$ cat config.mk
export PLATFORM = sky130hd
export DESIGN_NAME = pscl_loader
export DESIGN_NICKNAME = d
export VERILOG_FILES = /design/src/logic/pscl_pkg.sv /design/src/logic/pscl_cfg_mem.sv /design/src/logic/pscl_loader.sv
export SDC_FILE = /design/constraint.sdc
export NUM_CORES = 1
export LEC_CHECK = 0
export BUFFER_PORTS_ARGS = -buffer_cell sky130_fd_sc_hd__buf_2
export CORE_MARGIN = 3
export CORE_UTILIZATION = 36
export DETAILED_ROUTE_END_ITERATION = 6
export PLACE_DENSITY = 0.56
export RECOVER_POWER = 100
export SYNTH_ARGS = -nofsm -noshare
export SYNTH_HDL_FRONTEND = slang
export SYNTH_SLANG_ARGS = --single-unit
$ cat constraint.sdc
create_clock -name clk_i -period 4.6 [get_ports clk_i]
set_input_delay 0.23 -clock clk_i [delete_from_list [all_inputs] [get_ports clk_i]]
set_output_delay 0.23 -clock clk_i [all_outputs]
set_load 0.05 [all_outputs]
$ cat src/logic/pscl_pkg.sv
// shared constants and types of the passive serial configuration loader
`default_nettype none
package pscl_pkg;

  // clock rate and derived timing
  localparam int unsigned CLK_FREQ_MHZ = 250;
  localparam int unsigned POR_TIME_MS = 100;
  localparam int unsigned POR_CYCLES = POR_TIME_MS * 1000 * CLK_FREQ_MHZ;
  // longest restart time-out, rounded down
  localparam int unsigned RESTART_TIME_US = 40;
  localparam int unsigned RESTART_CYCLES = RESTART_TIME_US * CLK_FREQ_MHZ;
  // internal startup oscillator, one tick per oscillator period
  localparam int unsigned OSC_FREQ_MHZ = 10;
  localparam int unsigned OSC_DIV = CLK_FREQ_MHZ / OSC_FREQ_MHZ;
  localparam int unsigned INIT_CYCLES = 299;

  // bitstream layout
  localparam int unsigned CFG_BITS_DEF = 1024;
  localparam int unsigned FRAME_BITS_DEF = 64;
  localparam int unsigned WORD_W = 32;
  localparam int unsigned WORD_LSB_W = 5;
  localparam int unsigned SYNC_W = 16;
  localparam logic [SYNC_W-1:0] SYNC_PATTERN = 16'h6A5C;
  localparam int unsigned INIT_EN_POS = 16;

  // loader states, gray coded along the normal path
  typedef enum logic [2:0] {
    ST_POR = 3'h0,
    ST_RESET = 3'h1,
    ST_CONFIG = 3'h3,
    ST_WAIT_DONE = 3'h2,
    ST_INIT = 3'h6,
    ST_USER = 3'h7,
    ST_ERROR = 3'h5
  } pscl_state_type;

  // option bits held by the surrounding device
  typedef struct packed {
    logic user_clock_en;
    logic auto_restart;
  } pscl_opt_type;

  // user i/o pad control
  typedef struct packed {
    logic tristate;
    logic pullup_en;
    logic user_mode;
  } pscl_io_type;

  // indices into the synchroniser vector
  localparam int unsigned SYN_N = 6;
  localparam int unsigned SYN_RCFG = 0;
  localparam int unsigned SYN_STAT = 1;
  localparam int unsigned SYN_DONE = 2;
  localparam int unsigned SYN_DCLK = 3;
  localparam int unsigned SYN_DATA = 4;
  localparam int unsigned SYN_UCLK = 5;
  localparam logic [SYN_N-1:0] SYN_RST = 6'h00;

endpackage : pscl_pkg
`default_nettype wire

$ cat src/logic/pscl_cfg_mem.sv
// configuration word store with registered read port
`default_nettype none
module pscl_cfg_mem #(
  parameter int unsigned DW = 32,
  parameter int unsigned DEPTH = 32,
  parameter int unsigned AW = (DEPTH > 1) ? $clog2(DEPTH) : 1
) (
  // clock and reset
  input wire logic clk_i,
  input wire logic rst_b_i,
  // write port
  input wire logic wr_en_i,
  input wire logic [AW-1:0] wr_addr_i,
  input wire logic [DW-1:0] wr_data_i,
  // read port
  input wire logic [AW-1:0] rd_addr_i,
  output logic [DW-1:0] rd_data_o
);

  logic [DW-1:0] mem_reg [DEPTH];

  // array itself has no reset, only its read register does
  always_ff @(posedge clk_i) begin
    if (wr_en_i) begin
      mem_reg[wr_addr_i] <= wr_data_i;
    end
  end

  always_ff @(posedge clk_i or negedge rst_b_i) begin
    if (!rst_b_i) begin
      rd_data_o <= '0;
    end else begin
      rd_data_o <= mem_reg[rd_addr_i];
    end
  end

endmodule : pscl_cfg_mem
`default_nettype wire

$ cat src/logic/pscl_loader.sv
// passive serial configuration loader, device side
//
// Function
// - power-on reset holds status and load-complete low, user pins tri-stated.
// - after power-on interval release status; configure once status reads high.
// - reconfigure request rising starts reset, configuration, initialization in order.
// - stay in reset while request or status line is low.
// - request high releases status; then accept configuration data.
// - capture each data bit on rising serial bit clock.
// - all bits in, sync word good: release load-complete; its rise starts initialization.
// - default initialization runs from internal oscillator, needing no outside clock.
// - user startup clock option: 299 clock cycles after load-complete rises.
// - with that option wait for the clock forever; configuration ignores it.
// - startup-finished driven low once enabled in first frame, released in user mode.
// - shared load-complete lines make chained devices initialize together.
// - pull-ups and tri-state until user mode, then design-owned pins.
// - request low pulls status and load-complete low and tri-states pins.
// - error drives status low; auto-restart releases it within 40 us.
`default_nettype none
module pscl_loader
  import pscl_pkg::*;
#(
  parameter int unsigned POR_CNT = POR_CYCLES,
  parameter int unsigned RESTART_CNT = RESTART_CYCLES,
  parameter int unsigned CFG_BITS = CFG_BITS_DEF,
  parameter int unsigned FRAME_BITS = FRAME_BITS_DEF
) (
  // clock and reset
  input wire logic clk_i,
  input wire logic rst_b_i,
  // reconfigure request and options
  input wire logic reconfig_b_i,
  input wire pscl_opt_type opt_i,
  // open-drain status line
  input wire logic status_i,
  output logic status_o,
  output logic status_oe_b_o,
  // open-drain load-complete line
  input wire logic load_done_i,
  output logic load_done_o,
  output logic load_done_oe_b_o,
  // serial stream from the configuration memory, and the user startup clock
  input wire logic serial_bit_clock_i,
  input wire logic serial_bit_in_i,
  input wire logic user_startup_clock_i,
  // open-drain startup-finished line
  output logic init_done_o,
  output logic init_done_oe_b_o,
  // chain and user pin control
  output logic chain_enable_out_low_o,
  output pscl_io_type io_ctrl_o,
  output logic cfg_error_o,
  // readback of loaded words
  input wire logic [$clog2(CFG_BITS/WORD_W)-1:0] rd_addr_i,
  output logic [WORD_W-1:0] rd_data_o
);

  localparam int unsigned WORDS = CFG_BITS / WORD_W;
  localparam int unsigned AW = $clog2(WORDS);
  localparam int unsigned BW = $clog2(CFG_BITS + 1);
  localparam int unsigned TW = 32;
  localparam int unsigned IW = 9;
  localparam int unsigned OW = 5;

  if (CFG_BITS % WORD_W != 0 || WORDS < 2) begin : g_bad_len
    $error("CFG_BITS must be a multiple of 32, at least 64");
  end
  if (INIT_EN_POS >= FRAME_BITS || FRAME_BITS > CFG_BITS) begin : g_bad_frm
    $error("frame too short for enable bit or longer than stream");
  end
  if (POR_CNT < 1 || RESTART_CNT < 1) begin : g_bad_cnt
    $error("timing counts must be at least one cycle");
  end

  pscl_state_type state_reg, state_next;
  logic [SYN_N-1:0] raw, syn1_reg, syn2_reg, prev_reg;
  logic [TW-1:0] tmr_reg;
  logic [BW-1:0] bit_cnt_reg;
  logic [WORD_W-1:0] word_reg, wr_word;
  logic [IW-1:0] init_cnt_reg;
  logic [OW-1:0] osc_div_reg;
  logic init_en_reg, status_drv_reg, load_drv_reg, init_drv_reg, chain_reg;
  pscl_io_type io_reg;
  logic err_reg, rcfg_low, status_hi, done_hi, dclk_rise, ucl_rise, data_bit;
  logic sync_bad, last_bit, osc_tick, init_tick, wr_en;

  assign raw = {user_startup_clock_i, serial_bit_in_i, serial_bit_clock_i,
                load_done_i, status_i, reconfig_b_i};

  // every outside input except opt_i and rd_addr_i passes two flops before any logic
  for (genvar g = 0; g < SYN_N; g++) begin : g_sync
    always_ff @(posedge clk_i or negedge rst_b_i) begin
      if (!rst_b_i) begin
        syn1_reg[g] <= SYN_RST[g];
        syn2_reg[g] <= SYN_RST[g];
        prev_reg[g] <= SYN_RST[g];
      end else begin
        syn1_reg[g] <= raw[g];
        syn2_reg[g] <= syn1_reg[g];
        prev_reg[g] <= syn2_reg[g];
      end
    end
  end

  assign rcfg_low = !syn2_reg[SYN_RCFG];
  assign status_hi = syn2_reg[SYN_STAT];
  assign done_hi = syn2_reg[SYN_DONE];
  // bit clock sampled at 4 ns; edges found from the synchronised copy
  assign dclk_rise = syn2_reg[SYN_DCLK] && !prev_reg[SYN_DCLK];
  assign ucl_rise = syn2_reg[SYN_UCLK] && !prev_reg[SYN_UCLK];
  assign data_bit = syn2_reg[SYN_DATA];
  assign sync_bad = (bit_cnt_reg < BW'(SYNC_W)) &&
                    (data_bit != SYNC_PATTERN[bit_cnt_reg[3:0]]);
  assign last_bit = bit_cnt_reg == BW'(CFG_BITS - 1);
  assign osc_tick = osc_div_reg == OW'(OSC_DIV - 1);
  // user clock edges count only while initializing
  assign init_tick = opt_i.user_clock_en ? ucl_rise : osc_tick;

  always_comb begin
    state_next = state_reg;
    unique case (state_reg)
      ST_POR: begin
        if (tmr_reg == TW'(POR_CNT - 1)) begin
          state_next = ST_RESET;
        end
      end
      ST_RESET: begin
        // leave only with request high and the shared line released
        if (!rcfg_low && status_hi) begin
          state_next = ST_CONFIG;
        end
      end
      ST_CONFIG: begin
        if (!status_hi) begin
          state_next = ST_RESET;
        end else if (dclk_rise && sync_bad) begin
          state_next = ST_ERROR;
        end else if (dclk_rise && last_bit) begin
          state_next = ST_WAIT_DONE;
        end
      end
      ST_WAIT_DONE: begin
        // wired line rises only when every chained device released it
        if (!status_hi) begin
          state_next = ST_RESET;
        end else if (done_hi) begin
          state_next = ST_INIT;
        end
      end
      ST_INIT: begin
        if (!status_hi) begin
          state_next = ST_RESET;
        end else if (init_tick && init_cnt_reg == IW'(INIT_CYCLES - 1)) begin
          state_next = ST_USER;
        end
      end
      ST_USER: begin
        state_next = ST_USER;
      end
      ST_ERROR: begin
        if (opt_i.auto_restart && tmr_reg == TW'(RESTART_CNT - 1)) begin
          state_next = ST_RESET;
        end
      end
      default: begin
        state_next = ST_POR;
      end
    endcase
    if (state_reg != ST_POR && rcfg_low) begin
      state_next = ST_RESET;
    end
  end

  always_ff @(posedge clk_i or negedge rst_b_i) begin
    if (!rst_b_i) begin
      state_reg <= ST_POR;
    end else begin
      state_reg <= state_next;
    end
  end

  // shared timer for power-on and restart intervals
  always_ff @(posedge clk_i or negedge rst_b_i) begin
    if (!rst_b_i) begin
      tmr_reg <= '0;
    end else if (state_next != state_reg) begin
      tmr_reg <= '0;
    end else begin
      tmr_reg <= tmr_reg + TW'(1);
    end
  end

  // serial capture, LSB first into 32-bit words
  always_ff @(posedge clk_i or negedge rst_b_i) begin
    if (!rst_b_i) begin
      bit_cnt_reg <= '0;
      word_reg <= '0;
    end else if (state_reg != ST_CONFIG) begin
      bit_cnt_reg <= '0;
    end else if (dclk_rise) begin
      bit_cnt_reg <= bit_cnt_reg + BW'(1);
      word_reg <= wr_word;
    end
  end
  assign wr_word = {data_bit, word_reg[WORD_W-1:1]};
  assign wr_en = (state_reg == ST_CONFIG) && dclk_rise &&
                 (bit_cnt_reg[WORD_LSB_W-1:0] == '1);

  // enable bit for startup-finished arrives inside the first frame
  always_ff @(posedge clk_i or negedge rst_b_i) begin
    if (!rst_b_i) begin
      init_en_reg <= 1'h0;
    end else if (state_reg == ST_RESET) begin
      init_en_reg <= 1'h0;
    end else if (state_reg == ST_CONFIG && dclk_rise &&
                 bit_cnt_reg == BW'(INIT_EN_POS) && data_bit) begin
      init_en_reg <= 1'h1;
    end
  end

  // internal oscillator and initialization cycle count
  always_ff @(posedge clk_i or negedge rst_b_i) begin
    if (!rst_b_i) begin
      osc_div_reg <= '0;
      init_cnt_reg <= '0;
    end else if (state_reg != ST_INIT) begin
      osc_div_reg <= '0;
      init_cnt_reg <= '0;
    end else begin
      osc_div_reg <= osc_tick ? '0 : osc_div_reg + OW'(1);
      if (init_tick) begin
        init_cnt_reg <= init_cnt_reg + IW'(1);
      end
    end
  end

  // pin drives, registered from the next state so they track transitions
  always_ff @(posedge clk_i or negedge rst_b_i) begin
    if (!rst_b_i) begin
      status_drv_reg <= 1'h1;
      load_drv_reg <= 1'h1;
      init_drv_reg <= 1'h0;
      chain_reg <= 1'h1;
      io_reg <= '{tristate: 1'h1, pullup_en: 1'h1, user_mode: 1'h0};
      err_reg <= 1'h0;
    end else begin
      status_drv_reg <= state_next == ST_POR || state_next == ST_ERROR ||
                        (state_next == ST_RESET && rcfg_low);
      load_drv_reg <= !(state_next == ST_WAIT_DONE ||
                        state_next == ST_INIT ||
                        state_next == ST_USER);
      init_drv_reg <= init_en_reg && (state_next == ST_CONFIG ||
                      state_next == ST_WAIT_DONE ||
                      state_next == ST_INIT);
      chain_reg <= !(state_next == ST_WAIT_DONE ||
                     state_next == ST_INIT || state_next == ST_USER);
      io_reg.tristate <= state_next != ST_USER;
      io_reg.pullup_en <= state_next != ST_USER;
      io_reg.user_mode <= state_next == ST_USER;
      err_reg <= state_next == ST_ERROR;
    end
  end

  // open-drain pins only ever pull low
  assign status_o = 1'h0;
  assign status_oe_b_o = !status_drv_reg;
  assign load_done_o = 1'h0;
  assign load_done_oe_b_o = !load_drv_reg;
  assign init_done_o = 1'h0;
  assign init_done_oe_b_o = !init_drv_reg;
  assign chain_enable_out_low_o = chain_reg;
  assign io_ctrl_o = io_reg;
  assign cfg_error_o = err_reg;

  pscl_cfg_mem #(
    .DW(WORD_W),
    .DEPTH(WORDS),
    .AW(AW)
  ) u_mem (
    .clk_i(clk_i),
    .rst_b_i(rst_b_i),
    .wr_en_i(wr_en),
    .wr_addr_i(bit_cnt_reg[WORD_LSB_W +: AW]),
    .wr_data_i(wr_word),
    .rd_addr_i(rd_addr_i),
    .rd_data_o(rd_data_o)
  );

endmodule : pscl_loader
`default_nettype wire

# Word-level counts from Yosys, hierarchy flattened
# Memories as Yosys holds them, arrays and structs flattened. A register that Yosys moved wholly into a read port is not among the register bits.
# Cells that the tools add are included.
# op_classes
add_sub_neg,4
magnitude_cmp,2
n_eq_ne,24
n_mux,25
bitwise_logic,1
reduce_logical,36
# op_table
operator,count
$mux 3,11
$add 32x1->32 const B,1
$eq 32x14->1 const B,1
$eq 32x25->1 const B,1
$mux 32,1
$mux 11,2
$pmux 3 s7,1
$eq 3x3->1 const B,6
$mux 9,2
$logic_and 1x1->1,15
$eq 3x2->1 const B,4
$add 11x1->11 const B,1
$eq 11x10->1 const B,1
$eq 11x5->1 const B,1
$lt 11x5->1 const B,1
$eq 5x5->1 const B,2
$mux 5,2
$add 9x1->9 const B,1
$eq 9x9->1 const B,1
$logic_not 1->1,8
$eq 3x1->1 const B,2
$logic_not 3->1,2
$logic_or 1x1->1,6
$mux 1,6
10 further kinds,13
# totals
reg_bits,113
mem_bits_rw,1024
romBits,16
inputBits,15
elab_cells,121
memories,2
# mem_list
name,depth,width,read_ports,rd_ports_with_merged_regs,wr,line,text
u_mem.mem_reg,32,32,1,1,1,pscl_cfg_mem.sv:20,logic [DW-1:0] mem_reg [DEPTH];
(name not given),16,1,1,0,0,pscl_loader.sv:113,(data_bit != SYNC_PATTERN[bit_cnt_reg[3:0]]);

# Depth between registers and ports, before layout
# Gate-level depths: netlist (run 1).
# depth
ltp_word,13
mapped_depth,11
ltp_nobuf,8

# Cells and area by module
# From an unflattened synthesis (run 1), not the netlist that was laid out.
# unflattened
hier_cells,2742
hier_area_um2,46101.7
# modules_own_cells
module,instances,cells_each,area_each_um2
pscl_cfg_mem,1,2260,40647.7
pscl_loader,1,482,5454.0

# Worst setup path after synthesis (run 1)
# No wires, ideal clock.
# synth_path
path_type,register to register
from,register state_reg[0]
to,memory u_mem.mem_reg[25][0] (enable)
arrival_time_ns,2.904
required_ns,4.179
slack_ns,1.275
stages_incl_launch_ff,8
path_buffers,3
period_less_slack_ns,3.325
cell_sequence,dfrtp_1 > buf_2 > nor2b_1 > clkbuf_1 > and3_1 > clkbuf_1 > nand4b_1 > nor2_1
# synth_between
elab_chain_len,5
# synth_rtl
item,line,text
start: declaration,pscl_loader.sv:75,"pscl_state_type state_reg, state_next;"
start signal: assignment,pscl_loader.sv:178,state_reg <= state_next;
$eq 3x2->1,pscl_loader.sv:206,assign wr_en = (state_reg == ST_CONFIG) && dclk_rise &&
$logic_and 1x1->1 (2 in series),pscl_loader.sv:206,
$mux 1,pscl_cfg_mem.sv:24,if (wr_en_i) begin
$mux 1 (implied by the code),pscl_cfg_mem.sv:25,mem_reg[wr_addr_i] <= wr_data_i;
end: declaration,pscl_cfg_mem.sv:20,
# No other way between the ends.

# Final worst setup path (run 1)
# layout_path
from,register state_reg[0]
to,memory u_mem.mem_reg[18][15] (enable)
# The elaborated chain is that of the path after synthesis.

==> metrics.txt, run 1 <==
prevailing post-synth register cell edfxtp_1; combinational share of power 2.5%; grt ovf 0; status finished with violations; die area 129000 µm²; worst slack at placement 1.11 ns; clock share of power 44.3%; CP peak stage delay 0.78 ns; max reg flops 1024; Data arrival, critical path 4.31 ns; Sw Pwr 4480 µW; share of cells above drive strength 1 27.1%; CP cell instances nor2b_1, and3_1, nand4b_1, clkbuf_1, nor2_4, clkbuf_2; Max Cap Viol 10; Overall Global Routing Usage 16.4%; crit path max fanout 22; EDFF count, synth 1024; Routed WL 104000 µm; Critical Path Source Type flop; most common cell after layout, fill and taps aside edfxtp_1; io pins 58; most frequent cells in the layout edfxtp_1 (1024), mux4_2 (320), dfrtp_1 (141); port bufs 54; Worst VDD drop 0.356 mV; Reg clk slew, reported paths 0.06 ns; Clock Sink Count 1168; sw frac 20.4%; Leak Pwr 0.0161 µW; setup_tns 0 ns; first-pass GRT wire length 153000 µm; fmax 250 MHz; Worst Tran Pin Value 2.42 ns; gpl congestion 0.760; largest net degree at the start of global routing 86; final critical-path setup slack 0.604 ns; first drt pass iteration count 5; Worst-Skew Late Latency 0.70 ns; # rows 128; Nets 2238; critical path class reg -> reg; DIE HEIGHT 359 µm; CP max-delay cell clkbuf_2; share of the yosys chip area belonging to registers 76.7%; CTS tree done; CTS Root Cell clkbuf_16; # setup viols final 0; Pint 17500 µW; clock buffer depth 3; Pwr per Cell Area 427 nW/µm²; unrepaired setup endpoints after global routing false; Slew Viols, Final 247; detailed placer's ending HPWL 57800 µm; Area Growth Syn to Fin 14.8%; WP data required 4.91 ns; fraction of registers with async set/reset 12.3%; Final Skew 0.0349 ns; DR DRC count 0; final non-filler cell total 3945; Die W 359 µm; post-route clock period utilization 86.9%; Synth cell types 56; syn avg cell area 21.7 µm²; Reg power frac 53.3%; Via density 5.29; Vias 20874; WHS 0.186 ns; Worst slew margin -61.5%; Post-Syn Area 44800 µm²; vias in the first global route 22001; Final Hold Viols 0; post-layout min period 4.00 ns; DRT antenna net count 0; Core Area 123000 µm²; htree depth 3; crit end category flop; DR iter-0 viols 1937; HP Class in -> reg; Gate Count Post-Synth 2068; DP Cell Count 3714; Initial Utilization 36.5%; CTS buffer count 117; Hold-fix buffers, CTS 7; Ys Warns 0; FF+latch count, synth 1168; initial antenna violation count 0; post-CTS setup buffers 0; cts repair resizes 0; Routed WL per cell 26.3 µm; failing checks max-capacitance violations, max-slew violations
per-layer routing:
metal | vias up | GRT usage, % | wire length (µm)
met1 | 11282 | 22.9 | 44700
met2 | 639 | 26.9 | 51100
met5 | - | 0 | 0
li1 | 8814 | - | -
met3 | 139 | 2.76 | 5500
met4 | 0 | 3.94 | 2310
kinds of logic (layout without fill, tap and decap cells):
logic type	after synthesis	in the layout	synth area share (%)
buf+inv	122	371	1.12
mux	355	355	17.0
compound gates	27	27	0.466
other cells	1	4	0.00837
simple gates	338	338	3.58
xor+xnor	49	49	0.958
flops	1168	1168	76.7
fa+ha+maj	8	8	0.223
power by group through the flow:
stage | Sequential [µW] | Combinational, µW | Clock (µW)
floorplan | 11900 | 352 | 0
global placement | 11900 | 550 | 0
detailed placement | 11900 | 556 | 0
CTS | 11700 | 564 | 9940
global route | 11700 | 585 | 10400
finish | 11700 | 539 | 9730
synth_stat cells, types with 3 or more instances:
cell	n	area, µm²
a21oi_1	6	30.0
and2_1	3	18.8
and3_1	7	43.8
buf_1	24	90.1
buf_2	18	90.1
buf_4	4	30.0
clkbuf_1	61	229
dfrtp_1	141	3530
dfstp_2	3	78.8
edfxtp_1	1024	30700
ha_1	8	100
inv_1	14	52.6
mux2_2	32	360
mux2i_1	3	30.0
mux4_2	320	7210
nand2_1	127	477
nand3_1	16	80.1
nand3b_1	5	37.5
nand4_1	16	100
nand4b_1	3	26.3
nor2_1	71	267
nor2b_1	5	31.3
nor3_1	46	230
nor4_1	15	93.8
nor4b_1	3	26.3
o21ai_0	6	30.0
or3_1	4	25.0
xnor2_1	27	236
xor2_1	22	193
final timing paths:
kind,startpoint,endpoint,slack [ns],cells past startpoint
setup / recovery,state_reg[0]$_DFF_PN0_,u_mem.mem_reg[18][15]$_DFFE_PP_,0.60,6
hold / removal,user_startup_clock_i,syn1_reg[5]$_DFF_PN0_,0.19,2
setup reg to reg,state_reg[0]$_DFF_PN0_,u_mem.mem_reg[18][15]$_DFFE_PP_,0.60,6
hold reg to reg,syn1_reg[0]$_DFF_PN0_,syn2_reg[0]$_DFF_PN0_,0.35,0
max in group asynchronous,rst_b_i,word_reg[17]$_DFFE_PN0P_,1.58,3
min in group asynchronous,rst_b_i,u_mem.rd_data_o[27]$_DFF_PN0_,0.75,2
critical path: cells and delay by family, from the launching register on:
kind          cells  cell delay (ns)
buf+inv           2             1.16
simple gates      4             1.93
flops             1             0.50
through the flow:
step	instance area [µm²]	utilization, %	total power, µW
after detailed placement	47700	38.9	12500
after global routing	51500	41.9	22700
after global placement	47700	38.9	12500
final	51500	41.9	22000
after CTS	51800	42.2	22200
after floorplan	44800	-	12200
area by class of cell:
class	instances	area [µm²]
clock inverters	67	764
clock buffers	156	3230
fillers	10656	71200
diodes	1	2.50
multi-input cells	780	10100
well taps	1625	2030
inverters	14	52.6
flip-flops and latches	1168	34400
repair buffers	134	950
Note: power is estimated with default switching activity, not from simulation.
==> run 2, diff against run 1 <==
==> constraint.sdc (replaced) <==
create_clock -name clk_i -period 4.6 [get_ports clk_i]
set_input_delay 0.92 -clock clk_i [delete_from_list [all_inputs] [get_ports clk_i]]
set_output_delay 0.92 -clock clk_i [all_outputs]
set_load 0.05 [all_outputs]
==> run 2 against run 1 <==
Against the previous run:
- the flow still finishes with violations (max-capacitance violations, max-slew violations)
- sequential cell count stayed put
- die area stayed put
- wire length is 4.3% higher
- clock skew is 0.0020 ns higher
- design area is 0.24% higher
- via count is 1.4% higher
- sequential share of layout area is 0.16 points lower
==> metrics.txt, run 2 (synthesized netlist as in run 1, its figures left out) <==
status finished with violations (unchanged); failing checks max-capacitance violations, max-slew violations (unchanged); # setup viols final 0 (unchanged); CTS buffer count 116 (was 117); origin of the worst min-delay path user_startup_clock_i (unchanged); worst reg-to-reg setup slack 0.86 ns (was 0.60 ns); reg-to-reg endpoint u_mem.mem_reg[27][23]$_DFFE_PP_ (was u_mem.mem_reg[18][15]$_DFFE_PP_); most common cell after layout, fill and taps aside edfxtp_1 (unchanged); largest net degree at the start of global routing 101 (was 86); Slew Viols, Final 273 (was 247); first-pass GRT wire length 157000 µm (was 153000 µm); multi-input gate area in the final layout 10100 µm² (about the same); gpl congestion 0.731 (was 0.760); clock buffer depth 3 (unchanged); post-layout min period 3.74 ns (was 4.00 ns); WHS 0.344 ns (was 0.186 ns); Data arrival, critical path 4.12 ns (was 4.31 ns); combinational share of power 2.5% (about the same); Worst slew margin -93.2% (was -61.5%); setup_tns 0 ns (unchanged); critical path class reg -> reg (unchanged); grt ovf 0 (unchanged); HP Class in -> reg (unchanged); cell count of the worst hold path 1 (was 2); crit end category flop (unchanged); met3 GRT Util 3.28% (was 2.76%); Worst Tran Pin Value 2.90 ns (was 2.42 ns); fmax 267 MHz (was 250 MHz); DR DRC count 0 (unchanged); origin of the critical flop-to-flop path state_reg[0]$_DFF_PN0_ (unchanged); Seq. cell area 34400 µm² (unchanged); Final Skew 0.0369 ns (was 0.0349 ns); Pwr per Cell Area 422 nW/µm² (was 427 nW/µm²); Routed WL 108000 µm (was 104000 µm); Nets 2233 (was 2238); Via density 5.38 (was 5.29); met1 usage 23.6% (was 22.9%); Finished Cell Area 51600 µm² (was 51500 µm²); vias in the first global route 22213 (was 22001); Hold-fix buffers, CTS 0 (was 7); post-route clock period utilization 81.4% (was 86.9%); Vias 21169 (was 20874); cts repair resizes 0 (unchanged); DP Area 47900 µm² (was 47700 µm²); initial antenna violation count 2 (was 0); io pins 58 (unchanged); Max Cap Viol 10 (unchanged); Pint 17300 µW (was 17500 µW); Area Growth Syn to Fin 15.1% (was 14.8%); R2R depth 6 (unchanged); Overall Global Routing Usage 17.0% (was 16.4%); first drt pass iteration count 5 (unchanged); CTS Root Cell clkbuf_16 (unchanged); port bufs 54 (unchanged); most frequent cells in the layout edfxtp_1 (1024), mux4_2 (320), dfrtp_1 (141) (unchanged); clock share of power 43.8% (was 44.3%); detailed placer's ending HPWL 56500 µm (was 57800 µm); Worst-Skew Late Latency 0.71 ns (was 0.70 ns); Worst Hold End syn1_reg[5]$_DFF_PN0_ (unchanged); CTS tree done (unchanged); WP data required 4.98 ns (was 4.91 ns); DR iter-0 viols 2230 (was 1937); DRT antenna net count 0 (unchanged); Final Hold Viols 0 (unchanged); DIE HEIGHT 359 µm (unchanged); sw frac 20.4% (about the same); die area 129000 µm² (unchanged); share of cells above drive strength 1 27.7% (was 27.1%); max reg flops 1024 (unchanged); Routed WL per cell 27.5 µm (was 26.3 µm); Leak Pwr 0.0161 µW (about the same); unrepaired setup endpoints after global routing false (unchanged); met2 global-route usage 27.9% (was 26.9%); post-CTS setup buffers 0 (unchanged); Core Area 123000 µm² (unchanged); Finished Core Util 42.0% (was 41.9%); Reg power frac 53.7% (was 53.3%); crit path max fanout 18 (was 22); Die W 359 µm (unchanged); Critical Path Source Type flop (unchanged); Sw Pwr 4440 µW (was 4480 µW); Reg clk slew, reported paths 0.06 ns (about the same); GR peak layer met2 (unchanged); filler cell count 10652 (was 10656); # rows 128 (unchanged); Clock Sink Count 1168 (unchanged); Worst VDD drop 0.316 mV (was 0.356 mV); htree depth 3 (unchanged); Initial Utilization 36.5% (unchanged)
==> run 2: changes by cell type in the layout (fill, tap and decap cells not counted), moves of 4 or more <==
cell	change
dlygate4sd3_1	-7
mux2_1	-10
clkbuf_2	-13
clkbuf_8	+6
mux2_2	+10
buf_12	+18
bufinv_16	-4
==> run 2: how the worst max path moves through the flow <==
| stage | startpoint | to | slack, ns |
|---|---|---|---|
| after global placement | rd_addr_i[0] | u_mem.rd_data_o[13]$_DFF_PN0_ | 1.19 |
| after global routing | state_reg[0]$_DFF_PN0_ | u_mem.mem_reg[27][23]$_DFFE_PP_ | 0.64 |
| after detailed placement | rd_addr_i[0] | u_mem.rd_data_o[13]$_DFF_PN0_ | 1.17 |
| after CTS | state_reg[0]$_DFF_PN0_ | u_mem.mem_reg[31][18]$_DFFE_PP_ | 1.46 |
| after floorplan | state_reg[0]$_DFF_PN0_ | u_mem.mem_reg[25][0]$_DFFE_PP_ | 1.27 |
| final | state_reg[0]$_DFF_PN0_ | u_mem.mem_reg[27][23]$_DFFE_PP_ | 0.86 |
==> run 2: metal layers <==
layer,part of all wire (%),vias to the layer above
li1,-,8798
met1,43,11540
met2,49,688
met3,6.1,143
met4,2.1,0
met5,0,-
==> run 2: cell type report <==
cell class	count	area share, %
multi-input combinational	780	19.5
sequential	1168	66.6
clock inverter	56	1.18
antenna	2	0.00970
clock buffer	162	6.38
tap	1625	3.94
timing repair buffer	130	2.27
inverter	14	0.102
==> run 2: critical path, cell delays in order, from the launching register on <==
cell,delay [ns]
dfrtp_1,0.53
nor2b_1,0.53
and3_1,0.35
nand4_1,0.12
clkbuf_1,0.34
nor2_2,1.22
buf_12,0.33
==> run 2: power by group through the flow <==
stage               clock, µW  sequential, µW  combinational [µW]
floorplan                   0           11900                 352
global placement            0           11900                 552
detailed placement          0           11900                 558
CTS                      9760           11700                 559
global route            10200           11700                 584
finish                   9540           11700                 541
==> run 2: stage by stage <==
step           total power, µW  worst slack, ns  instances
2_1_floorplan            12200             1.27       2070
3_5_place_dp             12500             1.17       3717
3_3_place_gp             12400             1.19       3717
5_1_grt                  22500            0.635       3935
6_report                 21800            0.858       3937
4_1_cts                  22000             1.46       3935
